===== config.mk =====
export PLATFORM = sky130hd
export DESIGN_NAME = limit_compare_sched
export DESIGN_NICKNAME = d
export VERILOG_FILES = /design/src/logic/limit_sched_pkg.sv /design/src/logic/interval_if.sv /design/src/logic/interval_timer.sv /design/src/logic/limit_compare_sched.sv
export SDC_FILE = /design/constraint.sdc
export NUM_CORES = 1
export LEC_CHECK = 0
export BUFFER_PORTS_ARGS = -buffer_cell sky130_fd_sc_hd__buf_2
export CAP_MARGIN = 20
export CORE_MARGIN = 1
export CORE_UTILIZATION = 45
export DETAILED_ROUTE_END_ITERATION = 8
export GPL_TIMING_DRIVEN = 0
export HOLD_SLACK_MARGIN = 0.02
export PLACE_DENSITY = 0.61
export RECOVER_POWER = 50
export SLEW_MARGIN = 5
export SYNTH_ARGS = -nofsm -noshare
export SYNTH_HDL_FRONTEND = slang
export SYNTH_SLANG_ARGS = --single-unit

===== constraint.sdc =====
create_clock -name sys_clk -period 5.34 [get_ports sys_clk]
set_input_delay 0.267 -clock sys_clk [delete_from_list [all_inputs] [get_ports sys_clk]]
set_output_delay 0.267 -clock sys_clk [all_outputs]
set_load 0.01 [all_outputs]

===== src/logic/limit_sched_pkg.sv =====
// constants for the conversion scheduler and limit comparator
package limit_sched_pkg;
  localparam int unsigned NUM_CHAN = 4;
  localparam int unsigned TEMP_W = 11;
  localparam int unsigned RATE_W = 3;
  localparam int unsigned MARGIN_W = 7;
  localparam int unsigned FRAC_MSB = 7;
  localparam int unsigned FRAC_LSB = 5;
  // timing
  localparam int unsigned CLK_PERIOD_NS = 8;
  localparam int unsigned FASTEST_PERIOD_MS = 125;
  localparam int unsigned FASTEST_PERIOD_CYCLES = FASTEST_PERIOD_MS * 1000000 / CLK_PERIOD_NS;
  localparam logic [RATE_W-1:0] RATE_FASTEST_CODE = 3'h7;
  localparam int unsigned RATE_MAX_SHIFT = 7;
  // register offsets; channel 0 internal, 1..3 remote
  localparam logic [7:0] RATE_ADDR = 8'h04;
  localparam logic [7:0] RATE_ALIAS = 8'h0a;
  localparam logic [7:0] ONESHOT_ADDR = 8'h0f;
  localparam logic [7:0] MARGIN_ADDR = 8'h21;
  localparam logic [7:0] HIGH_INT_ADDR [NUM_CHAN] = '{8'h05, 8'h07, 8'h15, 8'h2c};
  localparam logic [7:0] HIGH_INT_ALIAS [NUM_CHAN] = '{8'h0b, 8'h0d, 8'h15, 8'h2c};
  localparam logic [7:0] LOW_INT_ADDR [NUM_CHAN] = '{8'h06, 8'h08, 8'h16, 8'h2d};
  localparam logic [7:0] LOW_INT_ALIAS [NUM_CHAN] = '{8'h0c, 8'h0e, 8'h16, 8'h2d};
  localparam logic [7:0] HIGH_FRAC_ADDR [NUM_CHAN] = '{8'h00, 8'h13, 8'h17, 8'h2e};
  localparam logic [7:0] LOW_FRAC_ADDR [NUM_CHAN] = '{8'h00, 8'h14, 8'h18, 8'h2f};
  localparam logic [7:0] CRIT_ADDR [NUM_CHAN] = '{8'h20, 8'h19, 8'h1a, 8'h30};
  // reset values
  localparam logic [RATE_W-1:0] RATE_RESET = 3'h6;
  localparam logic [7:0] HIGH_RESET = 8'h55;
  localparam logic [7:0] LOW_RESET = 8'h80;
  localparam logic [7:0] FRAC_RESET = 8'h00;
  localparam logic [7:0] CRIT_RESET = 8'h64;
  localparam logic [MARGIN_W-1:0] MARGIN_RESET = 7'h0a;
endpackage

===== src/logic/interval_if.sv =====
// rate code and periodic start tick between scheduler and interval timer
`timescale 1ns/1ps
interface interval_if;
  logic [limit_sched_pkg::RATE_W-1:0] rate_code;
  logic tick;
  modport timer (input rate_code, output tick);
  modport user (output rate_code, input tick);
endinterface


===== src/logic/interval_timer.sv =====
// free-running conversion interval counter
`timescale 1ns/1ps
module interval_timer #(
  parameter int unsigned BASE_CYCLES = limit_sched_pkg::FASTEST_PERIOD_CYCLES,
  parameter int unsigned CNT_W = 31
) (
  input wire logic sys_clk,
  input wire logic sys_rst,
  interval_if.timer tmr
);
  logic [CNT_W-1:0] count;
  logic [limit_sched_pkg::RATE_W-1:0] last_rate;
  logic tick_q;

  if (BASE_CYCLES < 2 || (64'(BASE_CYCLES) << limit_sched_pkg::RATE_MAX_SHIFT) >= (64'd1 << CNT_W))
  begin : g_bad_base
    $error("interval_timer: BASE_CYCLES out of range for counter width");
  end

  // slowest code is the fastest period shifted up by seven
  wire [limit_sched_pkg::RATE_W-1:0] shift =
    limit_sched_pkg::RATE_FASTEST_CODE - tmr.rate_code;
  wire [63:0] period_full = 64'(BASE_CYCLES) << shift;
  wire [CNT_W-1:0] period_last = CNT_W'(period_full - 64'd1);
  wire rate_changed = tmr.rate_code != last_rate;
  wire at_end = count == period_last;

  always_ff @(posedge sys_clk or posedge sys_rst) begin
    if (sys_rst) begin
      count <= '0;
      last_rate <= limit_sched_pkg::RATE_RESET;
      tick_q <= 1'b0;
    end else begin
      last_rate <= tmr.rate_code;
      tick_q <= at_end && !rate_changed;
      // restart on a new rate so it counts a whole interval of the new length
      if (rate_changed || at_end) begin
        count <= '0;
      end else begin
        count <= count + 1'b1;
      end
    end
  end

  assign tmr.tick = tick_q;
endmodule


===== src/logic/limit_compare_sched.sv =====
// conversion scheduling, limit registers and high/low/critical comparison
// Notes on behaviour
// - the selected rate paces refresh and limit checks of voltage and temperature
// - rate bits 2:0: 16s,8s,4s,2s,1s, then 2,4,8 per second; reset 4/s
// - rate register behaves identically at both of its addresses
// - aliased limit registers reach one storage through either address
// - temperature at or above high limit sets high status and alarm
// - temperature at or below low limit sets low status and alarm
// - limits written while halted act only from the next finished conversion
// - while halted, one-shot write or clearing temperature halt starts a cycle
// - one-shot write updates exactly the halted channel groups
// - one-shot write with nothing halted starts nothing
// - current path halted: one-shot measures sense and source voltage once
// - temperature halted: one-shot measures every temperature channel once
// - temperature at or above its critical limit asserts critical alarm; reset 100
// - no mask of any kind reaches the critical alarm
// - critical releases below limit minus seven-bit shared margin; margin resets 10
// - temperatures two's complement, integer high byte, eighths in bits 7:5
// - temperature halt stops periodic temperature conversions; only one-shot refreshes
// - critical summary follows the condition and clears without a read
`timescale 1ns/1ps
module limit_compare_sched #(
  parameter int unsigned FASTEST_PERIOD_CYCLES = limit_sched_pkg::FASTEST_PERIOD_CYCLES
) (
  input wire logic sys_clk,
  input wire logic sys_rst,
  input wire logic [7:0] reg_addr,
  input wire logic [7:0] reg_wdata,
  input wire logic reg_write,
  input wire logic reg_read,
  output logic [7:0] reg_rdata,
  input wire logic temperature_halt,
  input wire logic current_path_halt,
  input wire logic alert_mask_all,
  input wire logic meas_valid,
  input wire logic [1:0] meas_chan,
  input wire logic [limit_sched_pkg::TEMP_W-1:0] meas_temp,
  output logic temp_conv_start,
  output logic volt_conv_start,
  output logic alarm_output,
  output logic critical_alarm_output,
  output logic [limit_sched_pkg::NUM_CHAN-1:0] high_status,
  output logic [limit_sched_pkg::NUM_CHAN-1:0] low_status,
  output logic [limit_sched_pkg::NUM_CHAN-1:0] crit_status,
  output logic crit_summary
);
  localparam int unsigned NC = limit_sched_pkg::NUM_CHAN;
  localparam int unsigned FM = limit_sched_pkg::FRAC_MSB;
  localparam int unsigned FL = limit_sched_pkg::FRAC_LSB;

  logic [limit_sched_pkg::RATE_W-1:0] rate_code;
  logic [limit_sched_pkg::MARGIN_W-1:0] margin;
  logic [7:0] high_int [NC];
  logic [7:0] low_int [NC];
  logic [7:0] high_frac [NC];
  logic [7:0] low_frac [NC];
  logic [7:0] crit_limit [NC];
  logic prev_temperature_halt;
  logic crit_any;
  logic [7:0] rd_value;

  interval_if ivl ();

  assign ivl.rate_code = rate_code;

  interval_timer #(
    .BASE_CYCLES(FASTEST_PERIOD_CYCLES),
    .CNT_W(31)
  ) u_interval (
    .sys_clk(sys_clk),
    .sys_rst(sys_rst),
    .tmr(ivl.timer)
  );

  // ---- register decode ----
  wire wr_rate = reg_write &&
    (reg_addr == limit_sched_pkg::RATE_ADDR || reg_addr == limit_sched_pkg::RATE_ALIAS);
  wire rd_rate = reg_addr == limit_sched_pkg::RATE_ADDR ||
    reg_addr == limit_sched_pkg::RATE_ALIAS;
  wire hit_margin = reg_addr == limit_sched_pkg::MARGIN_ADDR;
  wire wr_margin = reg_write && hit_margin;
  wire oneshot_wr = reg_write && reg_addr == limit_sched_pkg::ONESHOT_ADDR;

  wire [NC-1:0] hit_hi;
  wire [NC-1:0] hit_lo;
  wire [NC-1:0] hit_hf;
  wire [NC-1:0] hit_lf;
  wire [NC-1:0] hit_cr;
  wire [7:0] rd_part [NC];

  for (genvar ch = 0; ch < NC; ch++) begin : g_dec
    assign hit_hi[ch] = reg_addr == limit_sched_pkg::HIGH_INT_ADDR[ch] ||
      reg_addr == limit_sched_pkg::HIGH_INT_ALIAS[ch];
    assign hit_lo[ch] = reg_addr == limit_sched_pkg::LOW_INT_ADDR[ch] ||
      reg_addr == limit_sched_pkg::LOW_INT_ALIAS[ch];
    assign hit_cr[ch] = reg_addr == limit_sched_pkg::CRIT_ADDR[ch];
    // the internal channel carries no fraction limit registers
    if (ch == 0) begin : g_nofrac
      assign hit_hf[ch] = 1'b0;
      assign hit_lf[ch] = 1'b0;
    end else begin : g_frac
      assign hit_hf[ch] = reg_addr == limit_sched_pkg::HIGH_FRAC_ADDR[ch];
      assign hit_lf[ch] = reg_addr == limit_sched_pkg::LOW_FRAC_ADDR[ch];
    end
    assign rd_part[ch] = (hit_hi[ch] ? high_int[ch] : 8'h00) |
      (hit_lo[ch] ? low_int[ch] : 8'h00) |
      (hit_hf[ch] ? high_frac[ch] : 8'h00) |
      (hit_lf[ch] ? low_frac[ch] : 8'h00) |
      (hit_cr[ch] ? crit_limit[ch] : 8'h00);
  end

  // one-shot and unmapped offsets fall through to zero
  always_comb begin
    rd_value = rd_rate ? {5'h00, rate_code} : 8'h00;
    if (hit_margin) begin
      rd_value = rd_value | {1'b0, margin};
    end
    for (int c = 0; c < NC; c++) begin
      rd_value = rd_value | rd_part[c];
    end
  end

  // ---- register storage ----
  always_ff @(posedge sys_clk or posedge sys_rst) begin
    if (sys_rst) begin
      rate_code <= limit_sched_pkg::RATE_RESET;
      margin <= limit_sched_pkg::MARGIN_RESET;
      reg_rdata <= 8'h00;
    end else begin
      if (wr_rate) begin
        rate_code <= reg_wdata[limit_sched_pkg::RATE_W-1:0];
      end
      if (wr_margin) begin
        margin <= reg_wdata[limit_sched_pkg::MARGIN_W-1:0];
      end
      if (reg_read) begin
        reg_rdata <= rd_value;
      end
    end
  end

  // fraction bits below bit 5 are not stored, so they read back as zero
  always_ff @(posedge sys_clk or posedge sys_rst) begin
    if (sys_rst) begin
      for (int c = 0; c < NC; c++) begin
        high_int[c] <= limit_sched_pkg::HIGH_RESET;
        low_int[c] <= limit_sched_pkg::LOW_RESET;
        high_frac[c] <= limit_sched_pkg::FRAC_RESET;
        low_frac[c] <= limit_sched_pkg::FRAC_RESET;
        crit_limit[c] <= limit_sched_pkg::CRIT_RESET;
      end
    end else if (reg_write) begin
      for (int c = 0; c < NC; c++) begin
        if (hit_hi[c]) begin
          high_int[c] <= reg_wdata;
        end
        if (hit_lo[c]) begin
          low_int[c] <= reg_wdata;
        end
        if (hit_hf[c]) begin
          high_frac[c] <= {reg_wdata[FM:FL], 5'h00};
        end
        if (hit_lf[c]) begin
          low_frac[c] <= {reg_wdata[FM:FL], 5'h00};
        end
        if (hit_cr[c]) begin
          crit_limit[c] <= reg_wdata;
        end
      end
    end
  end

  // ---- conversion scheduling ----
  wire halt_release = prev_temperature_halt && !temperature_halt;
  wire next_temp_start = (ivl.tick && !temperature_halt) ||
    (oneshot_wr && temperature_halt) || halt_release;
  // the periodic rate always paces the source voltage unless that path is halted
  wire next_volt_start = (ivl.tick && !current_path_halt) ||
    (oneshot_wr && current_path_halt);

  always_ff @(posedge sys_clk or posedge sys_rst) begin
    if (sys_rst) begin
      prev_temperature_halt <= 1'b0;
      temp_conv_start <= 1'b0;
      volt_conv_start <= 1'b0;
    end else begin
      prev_temperature_halt <= temperature_halt;
      temp_conv_start <= next_temp_start;
      volt_conv_start <= next_volt_start;
    end
  end

  // ---- limit comparison ----
  // limits are sampled only when a result arrives, so writes made while
  // halted stay invisible until the next conversion finishes
  wire signed [11:0] temp_s = {meas_temp[limit_sched_pkg::TEMP_W-1], meas_temp};
  wire signed [11:0] high_s = {high_int[meas_chan][7], high_int[meas_chan],
    high_frac[meas_chan][FM:FL]};
  wire signed [11:0] low_s = {low_int[meas_chan][7], low_int[meas_chan],
    low_frac[meas_chan][FM:FL]};
  wire signed [11:0] crit_s = {crit_limit[meas_chan][7], crit_limit[meas_chan], 3'h0};
  // nine bits hold limit minus margin down to -255 without wrapping
  wire signed [8:0] release_int = {crit_limit[meas_chan][7], crit_limit[meas_chan]} -
    {2'b00, margin};
  wire signed [11:0] release_s = {release_int, 3'h0};
  wire high_hit = temp_s >= high_s;
  wire low_hit = temp_s <= low_s;
  wire crit_hit = temp_s >= crit_s;
  wire crit_release = temp_s < release_s;
  wire next_crit = crit_hit || (crit_status[meas_chan] && !crit_release);

  always_ff @(posedge sys_clk or posedge sys_rst) begin
    if (sys_rst) begin
      high_status <= '0;
      low_status <= '0;
      crit_status <= '0;
    end else if (meas_valid) begin
      high_status[meas_chan] <= high_hit;
      low_status[meas_chan] <= low_hit;
      crit_status[meas_chan] <= next_crit;
    end
  end

  always_ff @(posedge sys_clk or posedge sys_rst) begin
    if (sys_rst) begin
      alarm_output <= 1'b0;
      crit_any <= 1'b0;
    end else begin
      alarm_output <= (|high_status || |low_status) && !alert_mask_all;
      crit_any <= |crit_status;
    end
  end

  assign critical_alarm_output = crit_any;
  assign crit_summary = crit_any;
endmodule


Word level (Yosys, flattened, before mapping)

Index checks and enable logic that the tools add are counted.

Word-level logic and storage cells: 184
Register bits: 184
Input port bits: 37

Reduce and logical (&&, ||, !) cells: 49
Equality and inequality tests: 28
Magnitude comparators: 7
Multiplexer cells: 43
Shifts and indexed selects: 1
Bitwise logic cells: 20
Add/subtract/negate cells: 4

Operator list:

| kind                                                                  | count |
|---|---|
| 8-bit 2-to-1 mux                                                      | 29 |
| 8-bit OR                                                              | 18 |
| 8-bit binary-select mux with 2-bit select                             | 5 |
| 8-bit by 5-bit equality test with 1-bit output, second input constant | 8 |
| 8-bit by 4-bit equality test with 1-bit output, second input constant | 7 |
| 8-bit by 6-bit equality test with 1-bit output, second input constant | 7 |
| 2-bit AND reduction                                                   | 18 |
| 8-bit by 3-bit equality test with 1-bit output, second input constant | 4 |
| 31-bit by 1-bit adder with 31-bit output, second input constant       | 1 |
| 31-bit equality test                                                  | 1 |
| 31-bit 2-to-1 mux                                                     | 1 |
| 24-bit by 3-bit left shift with 31-bit output, first input constant   | 1 |
| 31-bit by 1-bit subtractor with 31-bit output, second input constant  | 1 |
| 11-bit >= comparator                                                  | 2 |
| 4-bit bitwise mux                                                     | 3 |
| 1-bit logical AND                                                     | 12 |
| 11-bit by 12-bit less-than comparator with 1-bit output               | 1 |
| 4-bit OR reduction                                                    | 3 |
| 11-bit less-or-equal comparator                                       | 1 |
| 1-bit logical OR                                                      | 11 |
| 8-bit by 8-bit subtractor with 9-bit output                           | 1 |
| 3-bit by 7-bit OR with 7-bit output                                   | 1 |
| 1-bit logical NOT                                                     | 5 |
| 3-bit >= comparator, second input constant                            | 1 |
| other kinds (9)                                                       | 10 |

Depth between registers and ports, before layout

Gate-level depths: netlist of the first run.

Depth after elaboration: 10
Depth in mapped cells: 18
Gate-level depth less buffers: 16

Hierarchy

A second synthesis of the first run with hierarchy kept.

Cells, all modules: 1052
Area total of the unflattened synthesis: 11373.4 um^2

Modules (own cells, without submodules):

| module              | instances | seq. area each (um^2) | cells an instance | area each (um^2) |
|---|---|---|---|---|
| limit_compare_sched | 1         | 3773.6                | 758               | 8878.5 |
| interval_timer      | 1         | 878.3                 | 294               | 2494.9 |

Worst setup path after synthesis of the first run

No wires, ideal clock.

Kind: input to register
Start point: in meas_chan[1]
End point: reg crit_status[1] (netlist bit)
Data arrival time: 3.533 ns
Cell stages on the path: 17
Path buffers: 2
Slack: 1.730 ns
Data required time: 5.263 ns
Setup time: 0.077 ns
Cells stage by stage: buf_1 > clkbuf_1 > mux4_2 > ha_1 > nor2b_1 > o21ai_0 > a21boi_0 > o21ai_0 > a21oi_1 > xnor2_1 > ha_1 > nand3_1 > o211ai_1 > a21oi_1 > a21oi_1 > nor2_1 > a21oi_1

Longest elaborated chain between the ends: 10

RTL lines:

| element                                                 | RTL line                                               | text |
|---|---|---|
| from (decl)                                             | limit_compare_sched.sv:36                              | `input wire logic [1:0] meas_chan,` |
| 2-bit NOT with 3-bit output (implied by the code)       | limit_compare_sched.sv:201, limit_compare_sched.sv:203 |  |
| 8-bit binary-select mux with 2-bit select               | limit_compare_sched.sv:201, limit_compare_sched.sv:203 |  |
| 8-bit 2-to-1 mux (implied by the code) (2 in series)    | limit_compare_sched.sv:201, limit_compare_sched.sv:203 |  |
| 8-bit by 8-bit subtractor with 9-bit output             | limit_compare_sched.sv:203                             | `wire signed [8:0] release_int = {crit_limit[meas_chan][7], crit_limit[meas_chan]} -` |
| 11-bit by 12-bit less-than comparator with 1-bit output | limit_compare_sched.sv:209                             | `wire crit_release = temp_s < release_s;` |
| 1-bit logical NOT                                       | limit_compare_sched.sv:210                             | `wire next_crit = crit_hit \|\| (crit_status[meas_chan] && !crit_release);` |
| 1-bit logical AND                                       | limit_compare_sched.sv:210                             |  |
| 1-bit logical OR                                        | limit_compare_sched.sv:210                             |  |
| 4-bit bitwise mux *                                     | limit_compare_sched.sv:220                             | `crit_status[meas_chan] <= next_crit;` |
| to (signal, indexed assignment)                         | limit_compare_sched.sv:220                             |  |
| to (decl)                                               | limit_compare_sched.sv:44                              | `output logic [limit_sched_pkg::NUM_CHAN-1:0] crit_status,` |

Mark *: on every way between the ends. The rest lies on a longest branch, timed or not. The select of a mux whose other input is x is not followed.
A chain may end at the register's enable or synchronous reset.

Worst setup path after layout of the first run

Start point: in meas_chan[1]
End point: reg crit_status[3] (netlist bit)

The elaborated chain is that of the path after synthesis.

==> reports/metrics.yaml, run 1 <==
yosys:
  synth_edf_count: 0
  yosys.area.top_type_share_pct: 31.59
  syn_area_per_cell_um2: 10.87
  synth-seq-area-share_pct: 40.23
  synth_area_leaders: "dfrtp_1 32%, mux2_2 13%, dfstp_2 8.6%, ha_1 6.2%, mux4_2 4.9%"
  synth_nets: 1159
  syn_inst: 1064
  yosysWarningCount: 0
  synth_area_leader_cell: "dfrtp_1"
  synth_flop_cell: "dfrtp_1"
  yosysUniqueCellTypes: 74
  async_reset_ff_share_pct: 100.0
  syn_area_um2: 11560
  yosys_register_bits: 184
final_layout:
  syn_to_final_growth_pct: 11.37
  final_cell_mix: "146 x dfrtp_1, 133 x mux2_2, 71 x clkbuf_1, 60 x nand2_1, 57 x ha_1"
  postLayoutCoreUtil_pct: 51.15
  layout_commonest_cell: "dfrtp_1"
  drive_above_1_share_pct: 26.77
  finalNetCount: 1240
  diodes: 0
  stdcell_count: 1488
hold_path:
  worstHoldEndpoint: "low_int[3]"
  min-delay-start: "reg_wdata[3]"
  min_path_type: "primary input to register"
  min_path_cells: 2
clock_network:
  ctsHoldBuffers: 4
  insertion_delay_ns: 0.44
  numCtsBuffers: 17
  post_cts_buffers: 0
  cts_tree: "yes"
  post_cts_resized: 0
  cts.sinks: 184
  htreeDepth: 4
  cts.path.max_buffers: 2
  cts_root_buf: "clkbuf_16"
  path_clk_slew_ns: 0.08
floorplanning:
  coreArea_um2: 25180
  start_util_pct: 45.93
  chipHeight_um: 162.3
  die_area_um2: 26340
  num_rows: 58
  io_pins: 62
  die_x_um: 162.3
drt:
  dr.first_iter.drc_count: 1046
  vias: 9286
  post_drt_wl_per_cell_um: 23.74
  drtAntennaViolNets: 0
  via_per_inst: 6.241
  wirelength_um: 35330
  drc: 0
  first_pass_iters: 5
outcome:
  violations: "max-capacitance violations, max-slew violations"
  outcome: "complete, but fails checks"
critical_path:
  crit_path_start_kind: "primary input"
  crit_path_top_delay_cell: "clkbuf_1"
  worstPathRequired_ns: 5.70
  worstPathArrival_ns: 5.06
  worstPathMaxFanout: 10
  cp-end-kind: "register"
  worst-r2r-setup-slack_ns: 1.28
  cp_common_cell: "a21oi_1"
  critPathKind: "primary input to register"
  reg2regPathDepth: 10
  worst_r2r_startpoint: "ivl.rate_code[1]"
  reg2reg_to: "u_interval.count[1]"
  crit_chain: "buf_2 -> buf_1 -> clkbuf_1 -> mux4_2 -> inv_1 -> ha_1 -> fa_1 -> o21ai_0 -> nand3_1 -> nand2_1 -> xnor2_1 -> ha_1 -> nand3_1 -> o211ai_1 -> a21oi_1 -> a21oi_1 -> nor2_1 -> a21oi_1"
  slowest_delay_ns: 0.83
grt:
  grtUsageMet1_pct: 40.43
  grt_pass1_vias: 8772
  grt_use_met2_pct: 39.59
  grt-ovfl-total: 0
  use_met3_pct: 7.329
  busiest_layer: "met1"
  track_usage_pct: 27.82
  grt_max_degree: 122
  grt_antenna_before_repair: 0
  grt_pass1_wl_um: 54310
timing:
  period_minus_slack_ns: 4.696
  worstMarginPinSlew_ns: 2.782
  finClkSkew_ns: 0.01555
  rsz0062_at_grt: "no"
  finalSetupViolCount: 0
  slew_headroom_pct: -86.47
  fin_crit_sh_pct: 87.94
  timing.hold.ws_ns: 0.1028
  tns_ns: 0
  finalMaxSlewViolations: 187
  hold_viol: 0
  fmax_mhz: 213.0
pwr:
  p_leak_nw: 5.407
  ir_worst_vdd_uv: 224.2
  cellPowerDensity_nw_per_um2: 275.9
flow_run:
  max-cap-violations: 2
placed_design:
  dp_hpwl_um: 26190
  gp_congestion: 0.9485
  io_buffers: 55
  dp.cells: 1452
-- worst max path at each step --
stage | cells past startpoint | slack (ns) | endpoint | startpoint
2_1_floorplan | 1 | 0.14 | alarm_output | sys_rst
3_3_place_gp | 2 | -2.11 | high_int[19] | sys_rst
3_5_place_dp | 18 | 0.27 | crit_status[3] | meas_chan[1]
4_1_cts | 18 | 0.70 | crit_status[3] | meas_chan[1]
5_1_grt | 18 | 0.39 | crit_status[2] | meas_chan[1]
6_report | 18 | 0.64 | crit_status[3] | meas_chan[1]
-- per-stage QoR --
| step | power, mW | area (µm²) | setup slack [ns] |
|---|---|---|---|
| CTS | 3.577 | 12940 | 0.7021 |
| global route | 3.713 | 12880 | 0.3896 |
| detailed placement | 2.302 | 12300 | 0.2722 |
| floorplan | 2.063 | 11560 | 0.1355 |
| finish | 3.554 | 12880 | 0.6441 |
| global placement | 2.284 | 12250 | -2.114 |
-- critical path: cells and delay by family --
kind / cells / cell delay [ns]
adders and majority gates: 3 / 0.89
AOI/OAI and AO/OA: 5 / 1.15
buffers and inverters: 4 / 1.74
xor gates and xnor gates: 1 / 0.08
and+or+nand+nor: 4 / 0.42
muxes: 1 / 0.48
-- synth_stat cells (7+ instances only) --
cell type,number
mux4_2,25
a22oi_1,20
xnor2_1,37
buf_1,7
nand4_1,16
a21oi_1,29
clkbuf_1,45
nor4_1,9
o21ai_0,27
a31oi_1,12
nand2_1,60
o21a_1,8
inv_1,48
nor3_2,22
nor2b_1,13
a221oi_1,17
mux2_2,133
dfstp_2,38
and3_1,13
mux2i_1,13
ha_1,57
nor2_1,50
dfrtp_1,146
nor3_1,21
nor3b_1,8
xor2_1,28
nand3_1,36
buf_2,11
-- layer usage --
metal,part of all wire [%],vias to the layer above
li1,-,4113
met1,45,4613
met2,42,473
met3,9.6,87
met4,3.4,0
met5,0,-
-- power by group --
group / total [mW] / switching, mW / internal [mW]
Clock: 1.27 / 0.640 / 0.634
Combinational: 0.684 / 0.414 / 0.269
Sequential: 1.60 / 0.0924 / 1.50
Total: 3.55 / 1.15 / 2.41
-- final cells by class --
| cell class | instances | area, µm² |
|---|---|---|
| multi-input combinational | 763 | 6412 |
| fill | 2292 | 12300 |
| buffer | 68 | 316.6 |
| timing repair buffer | 62 | 305.3 |
| sequential | 184 | 4652 |
| clock buffer | 17 | 425.4 |
| tap | 330 | 412.9 |
| clock inverter | 15 | 170.2 |
| inverter | 49 | 185.2 |
-- sequential cells by signal (all words and copies together), names as in the netlist, 7 cells and up --
signal / cells
high_int: 32
high_frac: 9
u_interval.count: 31
low_int: 32
reg_rdata: 8
crit_limit: 32
margin: 7
low_frac: 9
-- cell families after synthesis --
| family | count (synthesis) | share of synthesized area, % |
|---|---|---|
| buffers and inverters | 117 | 4.328 |
| AO/OA/AOI/OAI | 177 | 11.09 |
| XOR/XNOR | 65 | 4.923 |
| adder cells (fa/ha/maj) | 58 | 6.340 |
| AND/OR/NAND/NOR | 292 | 14.15 |
| flip-flops | 184 | 40.23 |
| multiplexers | 171 | 18.94 |
Power figures use the tool's default switching activity.
==> run 2, diff against run 1 <==
- SYNTH_HIERARCHICAL: unset -> 1
==> reports/metrics.yaml, run 2 <==
placed_design:
  io_buffers: 56
  gp_congestion: 0.9403
  dp_hpwl_um: 26010
  dpl-instance-area_um2: 12090
  dp.cells: 1433
timing:
  finalSetupViolCount: 0
  finalMaxSlewViolations: 152
  slew_headroom_pct: -75.91
  fin_crit_sh_pct: 78.67
  rsz0062_at_grt: "no"
  period_minus_slack_ns: 4.201
  timing.hold.ws_ns: 0.1140
  fmax_mhz: 238.0
  worstMarginPinSlew_ns: 2.639
  finClkSkew_ns: 0.01501
  hold_viol: 0
final_layout:
  layout_commonest_cell: "dfrtp_1"
  diodes: 0
  syn_to_final_growth_pct: 11.28
  finalNetCount: 1227
  top_regs: "crit_limit x32, high_int x32, low_int x32"
  final_cell_mix: "146 x dfrtp_1, 138 x mux2_2, 73 x nor2_1, 57 x ha_1"
  postLayoutCoreUtil_pct: 51.59
  design_area_um2: 12660
  stdcell_count: 1469
  drive_above_1_share_pct: 27.42
pwr:
  p_sw_share_pct: 32.35
  p_leak_nw: 5.413
  p_clk_share_pct: 36.1
  combPwrFrac_pct: 18.8
  p_int_mw: 2.409
  ir_worst_vdd_uv: 182.9
  p_sw_mw: 1.152
  seq_power_share_pct: 45.1
  finalPower_mw: 3.561
  cellPowerDensity_nw_per_um2: 281.4
floorplanning:
  num_rows: 57
  coreArea_um2: 24530
  io_pins: 62
  die_area_um2: 25910
  chipHeight_um: 161.0
  die_x_um: 161.0
  start_util_pct: 46.36
critical_path:
  reg2reg_to: "crit_status[3]"
  worstPathRequired_ns: 5.66
  critPathKind: "primary input to register"
  worst-r2r-setup-slack_ns: 1.63
  crit_path_start_kind: "primary input"
  worstPathArrival_ns: 4.52
  worstPathMaxFanout: 10
  cp-end-kind: "register"
  worst_r2r_startpoint: "crit_limit[1]"
  reg2regPathDepth: 15
yosys:
  yosysUniqueCellTypes: 76
  async_reset_ff_share_pct: 100.0
  synth_area_leader_cell: "dfrtp_1"
  synth-seq-area-share_pct: 40.90
  yosys_register_bits: 184
  synth_top_family_by_area: "multiplexers"
  synth_edf_count: 0
  ys_top_cells_by_count: "146 x dfrtp_1, 138 x mux2_2, 73 x nor2_1, 57 x ha_1, 54 x nand2_1"
  synth_flop_cell: "dfrtp_1"
  synth_area_leaders: "dfrtp_1 32%, mux2_2 14%, dfstp_2 8.8%, ha_1 6.3%, mux4_2 5.0%"
  synth_compound_area_share_pct: 10.67
  synth_fa_ha_area_share_pct: 6.447
  yosys.area_share.simple_pct: 13.58
  syn_area_per_cell_um2: 10.81
  synth_nets: 1147
  synthXorXnorAreaFrac_pct: 4.235
  yosys.area.top_type_share_pct: 32.12
  yosysWarningCount: 6
  synth.most_common_cell: "dfrtp_1"
  syn_inst: 1052
  syn_area_um2: 11370
  synth_mux_area_share_pct: 19.85
clock_network:
  htreeDepth: 4
  cts.path.max_buffers: 2
  cts.sinks: 184
  post_cts_buffers: 0
  numCtsBuffers: 17
  path_clk_slew_ns: 0.08
  post_cts_resized: 0
  cts_tree: "yes"
  insertion_delay_ns: 0.45
  cts_root_buf: "clkbuf_16"
  ctsHoldBuffers: 4
drt:
  drtAntennaViolNets: 0
  dr.first_iter.drc_count: 924
  drc: 0
  wirelength_um: 35210
  post_drt_wl_per_cell_um: 23.97
  vias: 8972
  first_pass_iters: 7
  via_per_inst: 6.108
hold_path:
  min_path_cells: 2
  min-delay-start: "reg_wdata[3]"
  min_path_type: "primary input to register"
  worstHoldEndpoint: "low_int[3]"
grt:
  grt_pass1_wl_um: 54300
  grt-ovfl-total: 0
  track_usage_pct: 28.02
  grt_pass1_vias: 8852
  grt_max_degree: 106
  grt_antenna_before_repair: 2
outcome:
  outcome: "complete, but fails checks"
  violations: "max-capacitance violations, max-slew violations"
flow_run:
  max-cap-violations: 2
run 2: cell types whose count changed after synthesis, sizes merged, moves of 11 or more:
cell    previous run  this run
buf               23        34
a22oi             20        31
a221oi            17         3
xnor2             37        26
clkbuf            45        28
nand3             36        48
nor2              50        78
nor3              43        18
run 2: critical path, stage by stage:
cell      delay [ns]
clkbuf_1        0.37
clkbuf_1        0.78
mux4_2          0.48
ha_1            0.29
nor2b_1         0.12
o21ai_0         0.15
nand2b_1        0.12
a31oi_1         0.26
nor2b_1         0.20
xor2_1          0.16
ha_1            0.24
nand3_1         0.10
o22ai_1         0.09
nor4b_1         0.30
o31ai_1         0.13
a31oi_1         0.30
o21ai_0         0.15
run 2: cell type report:
type / count / area, µm²
Clock inverter: 14 / 153.9
Sequential cell: 184 / 4652
Clock buffer: 18 / 429.2
Tap cell: 324 / 405.4
Buffer: 62 / 296.5
Fill cell: 2211 / 11880
Timing Repair Buffer: 61 / 292.8
Multi-Input combinational cell: 754 / 6230
Inverter: 52 / 196.4
run 2: through the flow:
stage          worst slack, ns  TNS [ns]
2_1_floorplan            1.125         0
3_5_place_dp            0.6803         0
6_report                 1.139         0
3_3_place_gp           -0.7284    -80.49
4_1_cts                  1.130         0
5_1_grt                 0.3858         0
run 2: worst max path at each step:
stage | from | end | slack, ns | cells past startpoint
2_1_floorplan | sys_rst | alarm_output | 1.12 | 1
3_3_place_gp | sys_rst | low_int[6] | -0.73 | 2
3_5_place_dp | meas_chan[0] | crit_status[3] | 0.68 | 17
4_1_cts | meas_chan[0] | crit_status[3] | 1.13 | 17
5_1_grt | sys_rst | low_int[18] | 0.39 | 4
6_report | meas_chan[1] | crit_status[3] | 1.14 | 17
run 2: logic make-up after synthesis:
logic type      Yosys count
xor+xnor                 55
compound gates          175
buf+inv                 114
mux                     177
flops                   184
fa+ha+maj                58
simple gates            289
run 2: power groups by stage:
stage / registers, mW / logic (mW) / clock network, mW
detailed placement: 1.63 / 0.672 / 0
floorplan: 1.60 / 0.457 / 0
global placement: 1.63 / 0.657 / 0
finish: 1.61 / 0.671 / 1.28
CTS: 1.60 / 0.679 / 1.30
global route: 1.62 / 0.743 / 1.35
run 2: metal layers:
metal / vias up / wire length [µm] / global-route usage, %
li1: 4028 / - / -
met1: 4499 / 15710 / 39.69
met5: - / 23 / 0
met3: 64 / 2753 / 6.163
met2: 377 / 15950 / 43.26
met4: 4 / 762 / 7.590
==> run 3, diff against run 2 <==
- ABC_AREA: unset -> 1
- clock period: 5.34 -> 3.56 ns (I/O delays scaled with it)
==> reports/metrics.yaml, run 3 <==
outcome:
  outcome: "complete, but fails checks"
  violations: "max-capacitance violations, max-slew violations"
yosys:
  synth.most_common_cell: "nand2_1"
  synth_area_leader_cell: "dfrtp_1"
  yosysUniqueCellTypes: 50
  yosys.area.top_type_share_pct: 30.73
  yosys.area_share.simple_pct: 31.34
  synthXorXnorAreaFrac_pct: 2.863
  synth_fa_ha_area_share_pct: 6.167
  synth_flop_cell: "dfrtp_1"
  syn_area_per_cell_um2: 7.330
  async_reset_ff_share_pct: 100.0
  synth_mux_area_share_pct: 0
  synth-seq-area-share_pct: 39.13
  syn_inst: 1622
  synth_edf_count: 0
  synth_compound_area_share_pct: 11.74
  yosys_register_bits: 184
  synth_area_leaders: "dfrtp_1 31%, nand2_1 14%, dfstp_2 8.4%, ha_1 6.0%, nand3_1 5.9%"
  synth_top_family_by_area: "simple AND/OR/NAND/NOR gates"
  ys_top_cells_by_count: "437 x nand2_1, 182 x inv_1, 163 x nor2_1, 146 x dfrtp_1, 141 x nand3_1"
  syn_area_um2: 11890
  synth_nets: 1717
  yosysWarningCount: 6
critical_path:
  reg2reg_to: "crit_status[1]"
  worstPathArrival_ns: 3.73
  critPathLaunch: "meas_chan[0]"
  endpoint: "high_status[1]"
  cp-end-kind: "register"
  worstPathRequired_ns: 3.90
  reg2regPathDepth: 19
  worstPathMaxFanout: 10
  critPathKind: "primary input to register"
  worst-r2r-setup-slack_ns: 0.31
  worst_r2r_startpoint: "crit_limit[27]"
  crit_path_start_kind: "primary input"
placed_design:
  dp_hpwl_um: 32650
  dpl-instance-area_um2: 12680
  gp_congestion: 1.005
  io_buffers: 58
  dp.cells: 2019
clock_network:
  cts.sinks: 184
  cts_root_buf: "clkbuf_16"
  path_clk_slew_ns: 0.08
  htreeDepth: 4
  cts_tree: "yes"
  numCtsBuffers: 17
  cts.path.max_buffers: 2
  insertion_delay_ns: 0.45
pwr:
  finalPower_mw: 5.548
  p_leak_nw: 6.253
  p_int_mw: 3.635
  ir_worst_vdd_uv: 262.4
  p_sw_share_pct: 34.48
  p_sw_mw: 1.913
  seq_power_share_pct: 43.7
  cellPowerDensity_nw_per_um2: 417.7
  combPwrFrac_pct: 22.1
  p_clk_share_pct: 34.2
floorplanning:
  num_rows: 59
  die_x_um: 164.5
  io_pins: 62
  die_area_um2: 27070
  chipHeight_um: 164.5
  start_util_pct: 45.75
  coreArea_um2: 25980
final_layout:
  drive_above_1_share_pct: 10.78
  stdcell_count: 2061
  top_regs: "crit_limit x32, high_int x32, low_int x32"
  final_cell_mix: "438 x nand2_1, 182 x inv_1, 166 x nor2_1, 146 x dfrtp_1, 143 x nand3_1"
  layout_commonest_cell: "nand2_1"
  syn_to_final_growth_pct: 11.70
  finalNetCount: 1808
  diodes: 0
  design_area_um2: 13280
drt:
  wirelength_um: 41270
  post_drt_wl_per_cell_um: 20.02
  via_per_inst: 5.508
  first_pass_iters: 6
  drc: 0
  drtAntennaViolNets: 0
  dr.first_iter.drc_count: 984
  vias: 11350
grt:
  grt_pass1_vias: 10710
  grt_antenna_before_repair: 0
  grt_max_degree: 40
  grt_pass1_wl_um: 62280
  track_usage_pct: 31.48
  grt-ovfl-total: 0
timing:
  fmax_mhz: 295.2
  timing.hold.ws_ns: 0.07672
  tns_ns: 0
  hold_viol: 0
  finalSetupViolCount: 0
  finClkSkew_ns: 0.008463
  period_minus_slack_ns: 3.387
  worstMarginPinSlew_ns: 2.162
  fin_crit_sh_pct: 95.14
  finalMaxSlewViolations: 74
  slew_headroom_pct: -44.11
hold_path:
  min_path_type: "primary input to register"
flow_run:
  max-cap-violations: 2
[run 3: cell types whose count changed after synthesis, moves of 25 or more]
cell	previous run	this run
nand3_1	43	141
mux4_2	25	0
nor2_1	73	163
mux2_2	138	0
o21ai_0	31	139
nand2_1	54	437
inv_1	51	182
[run 3: cell families after synthesis]
logic type | Yosys count
flip-flops | 184
adder cells (fa/ha/maj) | 58
buffers and inverters | 245
AO/OA/AOI/OAI | 245
AND/OR/NAND/NOR | 852
XOR/XNOR | 38
[run 3: power by group through the flow]
stage | Clock, mW | Sequential (mW) | Combinational, mW
2_1_floorplan | 0 | 2.44 | 0.810
3_3_place_gp | 0 | 2.46 | 1.19
3_5_place_dp | 0 | 2.46 | 1.21
4_1_cts | 1.92 | 2.42 | 1.23
5_1_grt | 2.00 | 2.45 | 1.38
6_report | 1.90 | 2.42 | 1.23
[run 3: final cells by class]
class	instances	area (µm²)
multi-input cells	1193	6208
repair buffers	72	402.9
flip-flops and latches	184	4652
clock inverters	13	131.4
plain buffers	46	281.5
clock buffers	19	432.9
inverters	199	752.0
well taps	335	419.2
fillers	2695	12700
[run 3: worst max-delay path, stage by stage]
cell,delay [ns]
buf_2,0.13
nor2_2,0.55
clkinvlp_4,0.53
clkbuf_1,0.38
o22ai_1,0.34
a221oi_1,0.09
ha_1,0.33
nand2_1,0.07
o21ai_0,0.52
nand2_1,0.15
nand4_1,0.11
nand3_1,0.17
nand2_1,0.11
nand2_1,0.05
[run 3: metal layers]
layer	track usage, %	routed length, µm	up-vias	share of wire, %
li1	-	-	5481	-
met1	43.44	18790	5450	46
met2	49.05	18490	358	45
met3	6.178	2746	64	6.7
met4	10.93	1242	0	3.0
met5	0	0	-	0
[run 3: how the worst min path moves through the flow]
| stage | start | cells after the start | slack [ns] | to |
|---|---|---|---|---|
| detailed placement | sys_rst | 2 | 0.24 | reg_rdata[5] |
| global route | reg_wdata[6] | 3 | 0.12 | high_int[22] |
| floorplan | temperature_halt | 0 | 0.21 | prev_temperature_halt |
| finish | reg_wdata[6] | 3 | 0.08 | high_int[22] |
| CTS | reg_wdata[6] | 3 | 0.06 | high_int[22] |
| global placement | temperature_halt | 1 | 0.32 | prev_temperature_halt |
[run 3: per-stage QoR]
stage | util, % | worst slack (ns)
finish | 51.11 | 0.1729
floorplan | - | 0.5163
global placement | 48.50 | -0.7061
global route | 51.11 | -0.01692
CTS | 51.35 | 0.04535
detailed placement | 48.81 | -0.7321
[run 3: timing repair]
action / CTS / global route
resized for setup: 3 / 8
buffers inserted: 0 / 1
pin swaps: 0 / 1
endpoints found under the hold margin: 62 / 0
hold buffers: 9 / 0
setup endpoints to repair: 4 / 8
